`src/common/hdb_pkg.sv`:
```
// constants, types and helpers for the data-link byte-count block
package hdb_pkg;

    localparam int ADDR_W = 3;
    localparam int DATA_W = 8;
    localparam int CNT_W = 7;

    localparam logic [ADDR_W-1:0] ADDR_TX_COUNT = 3'h0;
    localparam logic [ADDR_W-1:0] ADDR_RX_COUNT = 3'h1;
    localparam logic [ADDR_W-1:0] ADDR_CONTROL = 3'h2;
    localparam logic [ADDR_W-1:0] ADDR_INT_STATUS = 3'h3;
    localparam logic [ADDR_W-1:0] ADDR_INT_MASK = 3'h4;

    localparam int SEL_BIT = 7;
    localparam int CTL_MODE_BIT = 0;
    localparam int CTL_CHECK_BIT = 1;
    localparam int INT_TX_EOT_BIT = 0;
    localparam int INT_RX_EOT_BIT = 1;
    localparam int INT_W = 2;

    localparam logic [DATA_W-1:0] BYTE_RESET = 8'h00;
    localparam logic [CNT_W-1:0] CNT_RESET = 7'h00;
    localparam logic [CNT_W-1:0] CNT_ONE = 7'h01;
    localparam logic [INT_W-1:0] INT_RESET = 2'h0;
    localparam logic [1:0] BUSY_RESET = 2'h0;

    typedef enum logic [1:0] {
        HDB_TX_IDLE = 2'b01,
        HDB_TX_SEND = 2'b10
    } hdb_tx_state_t;

    // true on the step that completes the programmed repetitions
    function automatic logic count_hit(input logic [CNT_W-1:0] cnt,
                                       input logic [CNT_W-1:0] limit);
        count_hit = (limit != CNT_RESET) && ((cnt + CNT_ONE) == limit);
    endfunction : count_hit

    // index of the transmit buffer software should fill next
    function automatic logic next_free(input logic [1:0] busy, input logic last);
        if (busy[0] && !busy[1]) begin
            next_free = 1'b1;
        end else if (busy[1] && !busy[0]) begin
            next_free = 1'b0;
        end else begin
            next_free = ~last;
        end
    endfunction : next_free

endpackage : hdb_pkg

```
`src/verilog/hdb_irq.sv`:
```
// sticky event status, mask and level interrupt
module hdb_irq
    import hdb_pkg::*;
(
    input wire logic clock,
    input wire logic nrst,
    input wire logic [hdb_pkg::INT_W-1:0] events,
    input wire logic clear_wr,
    input wire logic mask_wr,
    input wire logic [hdb_pkg::INT_W-1:0] wdata,
    output logic [hdb_pkg::INT_W-1:0] status,
    output logic [hdb_pkg::INT_W-1:0] mask,
    output logic irq
);
    logic [INT_W-1:0] status_ff;
    logic [INT_W-1:0] mask_ff;
    logic irq_ff;
    logic [INT_W-1:0] nxt_status;
    logic [INT_W-1:0] nxt_mask;
    logic nxt_irq;

    always_comb begin
        nxt_status = status_ff;
        if (clear_wr) begin
            nxt_status = status_ff & ~wdata;
        end
        // set wins over clear
        nxt_status = nxt_status | events;
        nxt_mask = mask_wr ? wdata : mask_ff;
        nxt_irq = |(nxt_status & nxt_mask);
    end

    always_ff @(posedge clock) begin
        if (!nrst) begin
            status_ff <= INT_RESET;
            mask_ff <= INT_RESET;
            irq_ff <= 1'b0;
        end else begin
            status_ff <= nxt_status;
            mask_ff <= nxt_mask;
            irq_ff <= nxt_irq;
        end
    end

    assign status = status_ff;
    assign mask = mask_ff;
    assign irq = irq_ff;
endmodule : hdb_irq

```
`src/verilog/hdb_rep_counter.sv`:
```
// repetition counter for bit-oriented messages
module hdb_rep_counter
    import hdb_pkg::*;
(
    input wire logic clock,
    input wire logic nrst,
    input wire logic clear,
    input wire logic step,
    input wire logic [hdb_pkg::CNT_W-1:0] limit,
    output logic hit
);
    logic [CNT_W-1:0] cnt_ff;
    logic [CNT_W-1:0] nxt_cnt;

    always_comb begin
        hit = step && count_hit(cnt_ff, limit);
        nxt_cnt = cnt_ff;
        if (clear || hit) begin
            nxt_cnt = CNT_RESET;
        end else if (step) begin
            nxt_cnt = cnt_ff + CNT_ONE;
        end
    end

    always_ff @(posedge clock) begin
        if (!nrst) begin
            cnt_ff <= CNT_RESET;
        end else begin
            cnt_ff <= nxt_cnt;
        end
    end
endmodule : hdb_rep_counter

```
`src/verilog/hdb_top.sv`:
```
// byte-count and buffer-select logic of the second data-link controller
module hdb_top
    import hdb_pkg::*;
(
    input wire logic clock,
    input wire logic nrst,
    input wire logic [hdb_pkg::ADDR_W-1:0] reg_addr,
    input wire logic [hdb_pkg::DATA_W-1:0] reg_wdata,
    input wire logic reg_wr,
    input wire logic reg_rd,
    output logic [hdb_pkg::DATA_W-1:0] reg_rdata,
    output logic tx_req,
    output logic tx_buf,
    output logic tx_mode_msg,
    output logic tx_append_check,
    output logic [hdb_pkg::CNT_W-1:0] tx_length,
    input wire logic tx_msg_done,
    input wire logic rx_msg_done,
    input wire logic rx_msg_buf,
    input wire logic [hdb_pkg::CNT_W-1:0] rx_msg_len,
    output logic irq
);
    import hdb_pkg::*;

    // register state
    logic [CNT_W-1:0] tx_message_count_ff;
    logic [CNT_W-1:0] rx_message_count_ff;
    logic rx_latest_buffer_pointer_ff;
    logic signaling_type_select_ff;
    logic tx_check_append_enable_ff;
    logic [DATA_W-1:0] rdata_ff;
    logic [CNT_W-1:0] nxt_tx_message_count;
    logic [CNT_W-1:0] nxt_rx_message_count;
    logic nxt_rx_latest_buffer_pointer;
    logic nxt_signaling_type_select;
    logic nxt_tx_check_append_enable;
    logic [DATA_W-1:0] nxt_rdata;

    // transmit sequencing state
    hdb_tx_state_t state_ff;
    hdb_tx_state_t nxt_state;
    logic [1:0] busy_ff;
    logic [1:0] nxt_busy;
    logic tx_buf_ff;
    logic nxt_tx_buf;
    logic last_sel_ff;
    logic nxt_last_sel;
    logic tx_req_ff;
    logic nxt_tx_req;
    logic tx_mode_msg_ff;
    logic tx_append_ff;
    logic [CNT_W-1:0] tx_length_ff;

    // decode and events
    logic wr_tx;
    logic wr_rx;
    logic wr_ctl;
    logic wr_stat;
    logic wr_mask;
    logic wr_sel;
    logic tx_rep_clear;
    logic tx_rep_step;
    logic tx_rep_hit;
    logic rx_rep_step;
    logic rx_rep_hit;
    logic tx_eot_evt;
    logic rx_eot_evt;
    logic [INT_W-1:0] int_events;
    logic [INT_W-1:0] int_status;
    logic [INT_W-1:0] int_mask;
    logic msg_mode;

    assign wr_tx = reg_wr && (reg_addr == ADDR_TX_COUNT);
    assign wr_rx = reg_wr && (reg_addr == ADDR_RX_COUNT);
    assign wr_ctl = reg_wr && (reg_addr == ADDR_CONTROL);
    assign wr_stat = reg_wr && (reg_addr == ADDR_INT_STATUS);
    assign wr_mask = reg_wr && (reg_addr == ADDR_INT_MASK);
    assign wr_sel = reg_wdata[SEL_BIT];
    assign msg_mode = signaling_type_select_ff;

    // control and count registers
    always_comb begin
        nxt_tx_message_count = tx_message_count_ff;
        nxt_rx_message_count = rx_message_count_ff;
        nxt_rx_latest_buffer_pointer = rx_latest_buffer_pointer_ff;
        nxt_signaling_type_select = signaling_type_select_ff;
        nxt_tx_check_append_enable = tx_check_append_enable_ff;
        if (wr_tx) begin
            nxt_tx_message_count = reg_wdata[CNT_W-1:0];
        end
        if (wr_rx) begin
            nxt_rx_message_count = reg_wdata[CNT_W-1:0];
            nxt_rx_latest_buffer_pointer = reg_wdata[SEL_BIT];
        end
        if (wr_ctl) begin
            nxt_signaling_type_select = reg_wdata[CTL_MODE_BIT];
            nxt_tx_check_append_enable = reg_wdata[CTL_CHECK_BIT];
        end
        if (rx_msg_done) begin
            nxt_rx_latest_buffer_pointer = rx_msg_buf;
            if (msg_mode) begin
                nxt_rx_message_count = rx_msg_len;
            end
        end
    end

    // read mux, data valid the cycle after the strobe
    always_comb begin
        nxt_rdata = BYTE_RESET;
        if (reg_rd) begin
            unique case (reg_addr)
                ADDR_TX_COUNT: begin
                    nxt_rdata = {next_free(busy_ff, last_sel_ff), tx_message_count_ff};
                end
                ADDR_RX_COUNT: begin
                    nxt_rdata = {rx_latest_buffer_pointer_ff, rx_message_count_ff};
                end
                ADDR_CONTROL: begin
                    nxt_rdata = BYTE_RESET;
                    nxt_rdata[CTL_MODE_BIT] = signaling_type_select_ff;
                    nxt_rdata[CTL_CHECK_BIT] = tx_check_append_enable_ff;
                end
                ADDR_INT_STATUS: begin
                    nxt_rdata = {{(DATA_W-INT_W){1'b0}}, int_status};
                end
                ADDR_INT_MASK: begin
                    nxt_rdata = {{(DATA_W-INT_W){1'b0}}, int_mask};
                end
                default: begin
                    nxt_rdata = BYTE_RESET;
                end
            endcase
        end
    end

    always_ff @(posedge clock) begin
        if (!nrst) begin
            tx_message_count_ff <= CNT_RESET;
            rx_message_count_ff <= CNT_RESET;
            rx_latest_buffer_pointer_ff <= 1'b0;
            signaling_type_select_ff <= 1'b0;
            tx_check_append_enable_ff <= 1'b0;
            rdata_ff <= BYTE_RESET;
        end else begin
            tx_message_count_ff <= nxt_tx_message_count;
            rx_message_count_ff <= nxt_rx_message_count;
            rx_latest_buffer_pointer_ff <= nxt_rx_latest_buffer_pointer;
            signaling_type_select_ff <= nxt_signaling_type_select;
            tx_check_append_enable_ff <= nxt_tx_check_append_enable;
            rdata_ff <= nxt_rdata;
        end
    end

    // transmit buffer sequencing
    always_comb begin
        nxt_state = state_ff;
        nxt_busy = busy_ff;
        nxt_tx_buf = tx_buf_ff;
        nxt_last_sel = last_sel_ff;
        tx_rep_clear = 1'b0;
        tx_eot_evt = 1'b0;
        // selecting a busy buffer is refused
        if (wr_tx && !busy_ff[wr_sel]) begin
            nxt_busy[wr_sel] = 1'b1;
            nxt_last_sel = wr_sel;
        end
        unique case (state_ff)
            HDB_TX_IDLE: begin
                if (|busy_ff) begin
                    nxt_state = HDB_TX_SEND;
                    nxt_tx_buf = busy_ff[0] ? 1'b0 : 1'b1;
                    tx_rep_clear = 1'b1;
                end
            end
            HDB_TX_SEND: begin
                // finish after count or one message
                if (tx_msg_done && (msg_mode || tx_rep_hit)) begin
                    nxt_busy[tx_buf_ff] = 1'b0;
                    nxt_state = HDB_TX_IDLE;
                    tx_eot_evt = 1'b1;
                end
            end
            default: begin
                nxt_state = HDB_TX_IDLE;
            end
        endcase
        nxt_tx_req = (nxt_state == HDB_TX_SEND);
    end

    always_ff @(posedge clock) begin
        if (!nrst) begin
            state_ff <= HDB_TX_IDLE;
            busy_ff <= BUSY_RESET;
            tx_buf_ff <= 1'b0;
            last_sel_ff <= 1'b1;
            tx_req_ff <= 1'b0;
            tx_mode_msg_ff <= 1'b0;
            tx_append_ff <= 1'b0;
            tx_length_ff <= CNT_RESET;
        end else begin
            state_ff <= nxt_state;
            busy_ff <= nxt_busy;
            tx_buf_ff <= nxt_tx_buf;
            last_sel_ff <= nxt_last_sel;
            tx_req_ff <= nxt_tx_req;
            tx_mode_msg_ff <= nxt_signaling_type_select;
            tx_append_ff <= nxt_signaling_type_select && nxt_tx_check_append_enable;
            tx_length_ff <= nxt_tx_message_count;
        end
    end

    assign tx_rep_step = tx_msg_done && (state_ff == HDB_TX_SEND) && !msg_mode;

    hdb_rep_counter u_tx_rep (
        .clock(clock),
        .nrst(nrst),
        .clear(tx_rep_clear),
        .step(tx_rep_step),
        .limit(tx_message_count_ff),
        .hit(tx_rep_hit)
    );

    // count received repetitions, zero never hits
    assign rx_rep_step = rx_msg_done && !msg_mode;
    assign rx_eot_evt = rx_rep_hit;

    hdb_rep_counter u_rx_rep (
        .clock(clock),
        .nrst(nrst),
        .clear(wr_rx),
        .step(rx_rep_step),
        .limit(rx_message_count_ff),
        .hit(rx_rep_hit)
    );

    always_comb begin
        int_events = INT_RESET;
        int_events[INT_TX_EOT_BIT] = tx_eot_evt;
        int_events[INT_RX_EOT_BIT] = rx_eot_evt;
    end

    hdb_irq u_irq (
        .clock(clock),
        .nrst(nrst),
        .events(int_events),
        .clear_wr(wr_stat),
        .mask_wr(wr_mask),
        .wdata(reg_wdata[INT_W-1:0]),
        .status(int_status),
        .mask(int_mask),
        .irq(irq)
    );

    assign reg_rdata = rdata_ff;
    assign tx_req = tx_req_ff;
    assign tx_buf = tx_buf_ff;
    assign tx_mode_msg = tx_mode_msg_ff;
    assign tx_append_check = tx_append_ff;
    assign tx_length = tx_length_ff;
endmodule : hdb_top
```
`config.mk`:
```
export PLATFORM = sky130hd
export DESIGN_NAME = hdb_top
export DESIGN_NICKNAME = d
export VERILOG_FILES = /design/src/common/hdb_pkg.sv /design/src/verilog/hdb_irq.sv /design/src/verilog/hdb_rep_counter.sv /design/src/verilog/hdb_top.sv
export SDC_FILE = /design/constraint.sdc
export NUM_CORES = 1
export LEC_CHECK = 0
export BUFFER_PORTS_ARGS = -buffer_cell sky130_fd_sc_hd__buf_2
export CORE_UTILIZATION = 34
export CTS_CLUSTER_DIAMETER = 80
export DETAILED_ROUTE_END_ITERATION = 8
export PLACE_DENSITY_LB_ADDON = 0.3
export SLEW_MARGIN = 20
export SYNTH_ARGS = -nofsm -noshare
export SYNTH_HDL_FRONTEND = slang
export SYNTH_HIERARCHICAL = 1
export SYNTH_SLANG_ARGS = --single-unit
```
`constraint.sdc`:
```
create_clock -name clock -period 2.2 [get_ports clock]
set_input_delay 0 -clock clock [delete_from_list [all_inputs] [get_ports clock]]
set_output_delay 0 -clock clock [all_outputs]
set_load 0.02 [all_outputs]
```
After elaboration in Yosys (flattened, before gate mapping)
Cells that the tools add are included.
{"block": "totals", "register_bits": 52, "latch_bits": 0, "ram_bits": 0, "mem_bits_ro": 0, "in_bits": 25, "out_inout_bits": 20, "elab_cells": 106, "mem_count": 0}
{"block": "op_classes", "add_sub_neg": 2, "n_mul": 0, "n_div": 0, "order_cmp": 4, "eq_ne": 9, "shifts": 0, "mux": 29, "bitwise": 9, "n_reduce_logical": 36}
{"operator": "$pmux 8 s5", "count": 1}
{"operator": "$mux 7", "count": 3}
{"operator": "$logic_and 1x1->1", "count": 19}
{"operator": "$mux 1", "count": 15}
{"operator": "$add 7x1->7 const B", "count": 2}
{"operator": "$eq 7x7->1", "count": 2}
{"operator": "$mux 2", "count": 7}
{"operator": "$reduce_bool 7->1", "count": 2}
{"operator": "$reduce_or 2->1", "count": 4}
{"operator": "$and 2x2->2", "count": 3}
{"operator": "$eq 3x2->1 const B", "count": 2}
{"operator": "$eq 2x2->1 const B", "count": 2}
{"operator": "$logic_not 1->1", "count": 4}
{"operator": "$lt 1x2->1 const B", "count": 2}
{"operator": "$not 2->2", "count": 2}
{"operator": "$or 2x2->2", "count": 2}
{"operator": "$pmux 2 s2", "count": 1}
{"operator": "$reduce_and 2->1", "count": 2}
{"operator": "$eq 3x1->1 const B", "count": 1}
{"operator": "$eq 3x3->1 const B", "count": 1}
{"operator": "$logic_not 3->1", "count": 1}
{"operator": "$logic_or 1x1->1", "count": 3}
{"operator": "$demux 1 s1", "count": 2}
{"operator": "$eq 2x1->1 const B", "count": 1}
{"operator": "other kinds (3)", "count": 5}

Longest topological paths before layout
{"block": "logic_depth", "depth_word": 11, "depth_mapped": 11, "ltp_nobuf": 10}

Hierarchy
The synthesis kept the hierarchy.
{"module": "hdb_top", "n_inst": 1, "cells_per_inst": 170, "area_each_um2": 1510.2, "seq_area_each_um2": 660.6}
{"module": "hdb_rep_counter", "n_inst": 2, "cells_per_inst": 67, "area_each_um2": 560.5, "seq_area_each_um2": 140.1}
{"module": "hdb_irq", "n_inst": 1, "cells_per_inst": 18, "area_each_um2": 181.4, "seq_area_each_um2": 100.1}

Worst setup path after synthesis
Ideal clock, no wire load.
{"block": "synth_timing", "path_type": "reg-to-reg", "startpoint": "reg u_tx_rep.cnt_ff[0]", "endpoint": "reg u_irq.irq_ff (netlist: u_irq/irq)", "arrival_time_ns": 1.968, "t_required_ns": 2.112, "setup_slack_ns": 0.144, "stages_incl_launch_ff": 10, "path_buffers": 0, "cell_sequence": "dfxtp_1 > ha_1 > and3_1 > and4_1 > o22ai_2 > nor4_1 > o211ai_1 > inv_1 > a21oi_1 > o32ai_2"}
{"block": "synth_via", "elab_chain_cells": 11}
{"element": "start: declaration", "line_no": "hdb_rep_counter.sv:12", "source": "logic [CNT_W-1:0] cnt_ff;"}
{"element": "start signal: assignment", "line_no": "hdb_rep_counter.sv:29", "source": "cnt_ff <= nxt_cnt;"}
{"element": "$add 7x1->7", "line_no": "hdb_pkg.sv:35", "source": "count_hit = (limit != CNT_RESET) && ((cnt + CNT_ONE) == limit);"}
{"element": "$eq 7x7->1", "line_no": "hdb_pkg.sv:35"}
{"element": "$logic_and 1x1->1", "line_no": "hdb_pkg.sv:35"}
{"element": "$logic_and 1x1->1", "line_no": "hdb_rep_counter.sv:16", "source": "hit = step && count_hit(cnt_ff, limit);"}
{"element": "named net tx_rep_hit", "line_no": "hdb_top.sv:63", "source": "logic tx_rep_hit;"}
{"element": "$logic_or 1x1->1", "line_no": "hdb_top.sv:177", "source": "if (tx_msg_done && (msg_mode || tx_rep_hit)) begin"}
{"element": "$logic_and 1x1->1", "line_no": "hdb_top.sv:177"}
{"element": "$mux 1", "line_no": "hdb_top.sv:177"}
{"element": "$mux 1", "line_no": "hdb_top.sv:167", "source": "unique case (state_ff)"}
{"element": "named net tx_eot_evt", "line_no": "hdb_top.sv:66", "source": "logic tx_eot_evt;"}
{"element": "$or 2x2->2", "line_no": "hdb_irq.sv:28", "source": "nxt_status = nxt_status | events;"}
{"element": "$and 2x2->2", "line_no": "hdb_irq.sv:30", "source": "nxt_irq = |(nxt_status & nxt_mask);"}
{"element": "$reduce_or 2->1", "line_no": "hdb_irq.sv:30"}
{"element": "end signal: assignment", "line_no": "hdb_irq.sv:41", "source": "irq_ff <= nxt_irq;"}
{"element": "end: declaration", "line_no": "hdb_irq.sv:17", "source": "logic irq_ff;"}
The timed path passes the listed nets, and every way through them passes these cells.
A chain may end at the register's enable or synchronous reset.

Final worst setup path
{"block": "layout_timing", "startpoint": "reg u_tx_rep.cnt_ff[2]", "endpoint": "reg u_irq.irq_ff (netlist: u_irq/irq)"}
The elaborated chain is that of the path after synthesis.

==> run metrics <==
Clock Latency Late Sink=0.31 ns; vias in the first global route=about 2300; CORE AREA=about 7800 um^2; drc violations=0; critical path peak fanout=6; Max stage delay on crit path=around 0.37 ns; status=finished, violations left; number of H-tree levels=2; Post-synth EDFFs=0; Final HPWL DP=~5100 um; worst vdd ir=between 200 and 250 uV; fin nets=409; Initial Utilization=between 30 and 40%; DR vias=between 2000 and 2500; commonest non-fill, non-tap cell in the layout=dfxtp_1; syn avg cell area=8.74 um^2; final setup fails=0; Worst Path Arrival=2.34 ns; Min-Delay Path Class=input port to flop; first-pass iteration count of the detailed router=4; Pins Over Slew Limit=0; standard-cell rows=32; Routed WL=approximately 6900 um; Worst Tran Pin Value=between 0.5 and 0.6 ns; dpl cell area=about 3100 um^2; CP required=2.42 ns; synthesized area=between 2000 and 3000 um^2; commonest cells after routing, fill and taps aside=dfxtp_1, buf_2, nand2_1, nor2_1, a21oi_1; io pins=45; Max-Slew Margin vs Limit=~63%; GR Overflow Total=0; drt via density=just over 5; Leak=~0.0014 uW; Clock transition at path regs=around 0.10 ns; initial antenna violation count=0; Tot GR Track Use=between 10% and 20%; pwr/cell area=541 nW/um^2; Setup CP Type=flop to flop; Diodes inserted=0; failing checks=hold timing; Slowest cell on crit path=dfxtp_1; die area=approximately 8600 um^2; Post-DRT Antenna Nets=0; root buffer cell=clkbuf_8; Mapped Cells=about 320; CTS Buf Count=5; Yosys warnings=6; predominant post-synthesis flop cell=dfxtp_1; global-route wire length before repair=11200 um; post-route non-filler standard cell count=slightly below 500; layout cells sized above 1=21.5%; Area Growth Syn to Fin=21.4%; Max Buffers Root-to-Sink=2; DR WL/cell=approximately 14 um; Mapped Nets=351; die height=93.0 um; gp weighted congestion=0.790; Synth async-reset ratio=0%; 1st-iter DRT viols=54; register area share after synthesis=37.0%; CP Capture Type=flop; design area=3420 um^2; min setup slack post-route=0.0761 ns; die width=93.0 um; Port-buffer cells=44; minimum clock period=2.12 ns; CTS tree=done; hold slack=-0.00139 ns; Setup WS pre-CTS=-0.0106 ns; max cap viols=0; Tcrit/Tclk final=a little under 100%; Clock Skew=~0.011 ns; largest net degree at the start of global routing=22; fmax=471 MHz; Synth Register Bits=52; clock sink count=52; post-synth cell types=46; crit path cell chain=and3_2 > a31oi_1 > o22ai_4 > nor4_4 > o211ai_1 > inv_1 > a21oi_2 > o32ai_2; placed insts=460; Critical Path Source Type=flop; final hold viol count=2
[state kept, by name (all words and copies together) (netlist names), 2 cells and up]
| register | flops |
|---|---|
| reg_rdata | 8 |
| u_irq/mask | 2 |
| rx_message_count_ff | 7 |
| busy_ff | 2 |
| u_rx_rep/cnt_ff | 7 |
| u_tx_rep/cnt_ff | 7 |
| state_ff | 2 |
| u_irq/status | 2 |
| tx_length | 7 |
[per-layer routing]
metal	vias to the layer above	GRT usage, %	part of all wire [%]
met5	-	0	0
met4	0	5.64	1.1
met3	6	2.46	3.8
met2	50	28.1	48
met1	1144	21.1	47
li1	1235	-	-
[power by group]
| group | internal (uW) | switching, uW |
|---|---|---|
| clock network | 258 | 311 |
| logic | 128 | 161 |
| registers | 968 | 24.9 |
| total | 1350 | 496 |
[area by class of cell]
| cell class | count | area (um^2) |
|---|---|---|
| Fill cell | 830 | 4430 |
| Multi-Input combinational cell | 240 | 1670 |
| Sequential cell | 52 | 1040 |
| Timing Repair Buffer | 70 | 448 |
| Tap cell | 102 | 128 |
| Clock buffer | 8 | 90.1 |
| Inverter | 11 | 41.3 |
[cell families (layout without fill, tap and decap cells)]
kind of cell / Yosys count / in the layout / synth area share (%)
adders and majority gates: 5 / 5 / 2.14
and+or+nand+nor: 129 / 129 / 26.0
xor gates and xnor gates: 26 / 26 / 8.63
AOI/OAI and AO/OA: 59 / 59 / 13.1
buffers and inverters: 30 / 89 / 5.43
DFF: 52 / 52 / 37.0
muxes: 21 / 21 / 7.65
[per-stage QoR]
stage	total power [uW]	TNS (ns)	util, %
after detailed placement	1280	-0.0106	39.9
after floorplan	1190	0	-
after global placement	1270	0	39.9
after global routing	1940	-0.0514	43.5
final	1850	0	43.5
after CTS	1860	0	42.8
[cell usage after synthesis (4+ instances only)]
cell	number	area share, %
a21oi_1	27	4.8
xnor2_1	16	5.0
o21ai_0	11	2.0
mux2i_1	20	7.1
nor2b_1	7	1.6
and4_1	4	1.2
nand3b_1	8	2.1
clkbuf_1	6	0.80
nor2_1	29	3.9
buf_2	6	1.1
nand4_1	5	1.1
xor2_1	8	2.5
nand2_1	43	5.7
ha_1	4	1.8
nor4_1	5	1.1
inv_1	11	1.5
nand3_1	4	0.71
a31oi_1	4	0.89
and3_1	4	0.89
dfxtp_1	52	37
[repair_timing]
item / CTS / global route
pin swaps: 0 / 3
setup buffers: 0 / 2
resized for setup: 1 / 8
hold buffers: 13 / 0
hold endpoints to repair: 12 / 0
gates cloned: 0 / 0
setup endpoints to repair: 2 / 4
[critical path: cells and delay by family, from the launching register on]
kind	cells	cell delay, ns
AOI/OAI and AO/OA	5	0.94
and+or+nand+nor	2	0.59
DFF	1	0.37
buffers and inverters	1	0.13
[final timing paths]
| kind | endpoint | slack (ns) | startpoint | cells after the start |
|---|---|---|---|---|
| min | rx_message_count_ff[2] | -0.001 | rx_msg_len[2] | 3 |
| min reg2reg | last_sel_ff | 0.52 | last_sel_ff | 2 |
| max | u_irq/irq | 0.08 | u_tx_rep/cnt_ff[2] | 8 |
| max reg2reg | u_irq/irq | 0.08 | u_tx_rep/cnt_ff[2] | 8 |
Power figures use the tool's default switching activity.
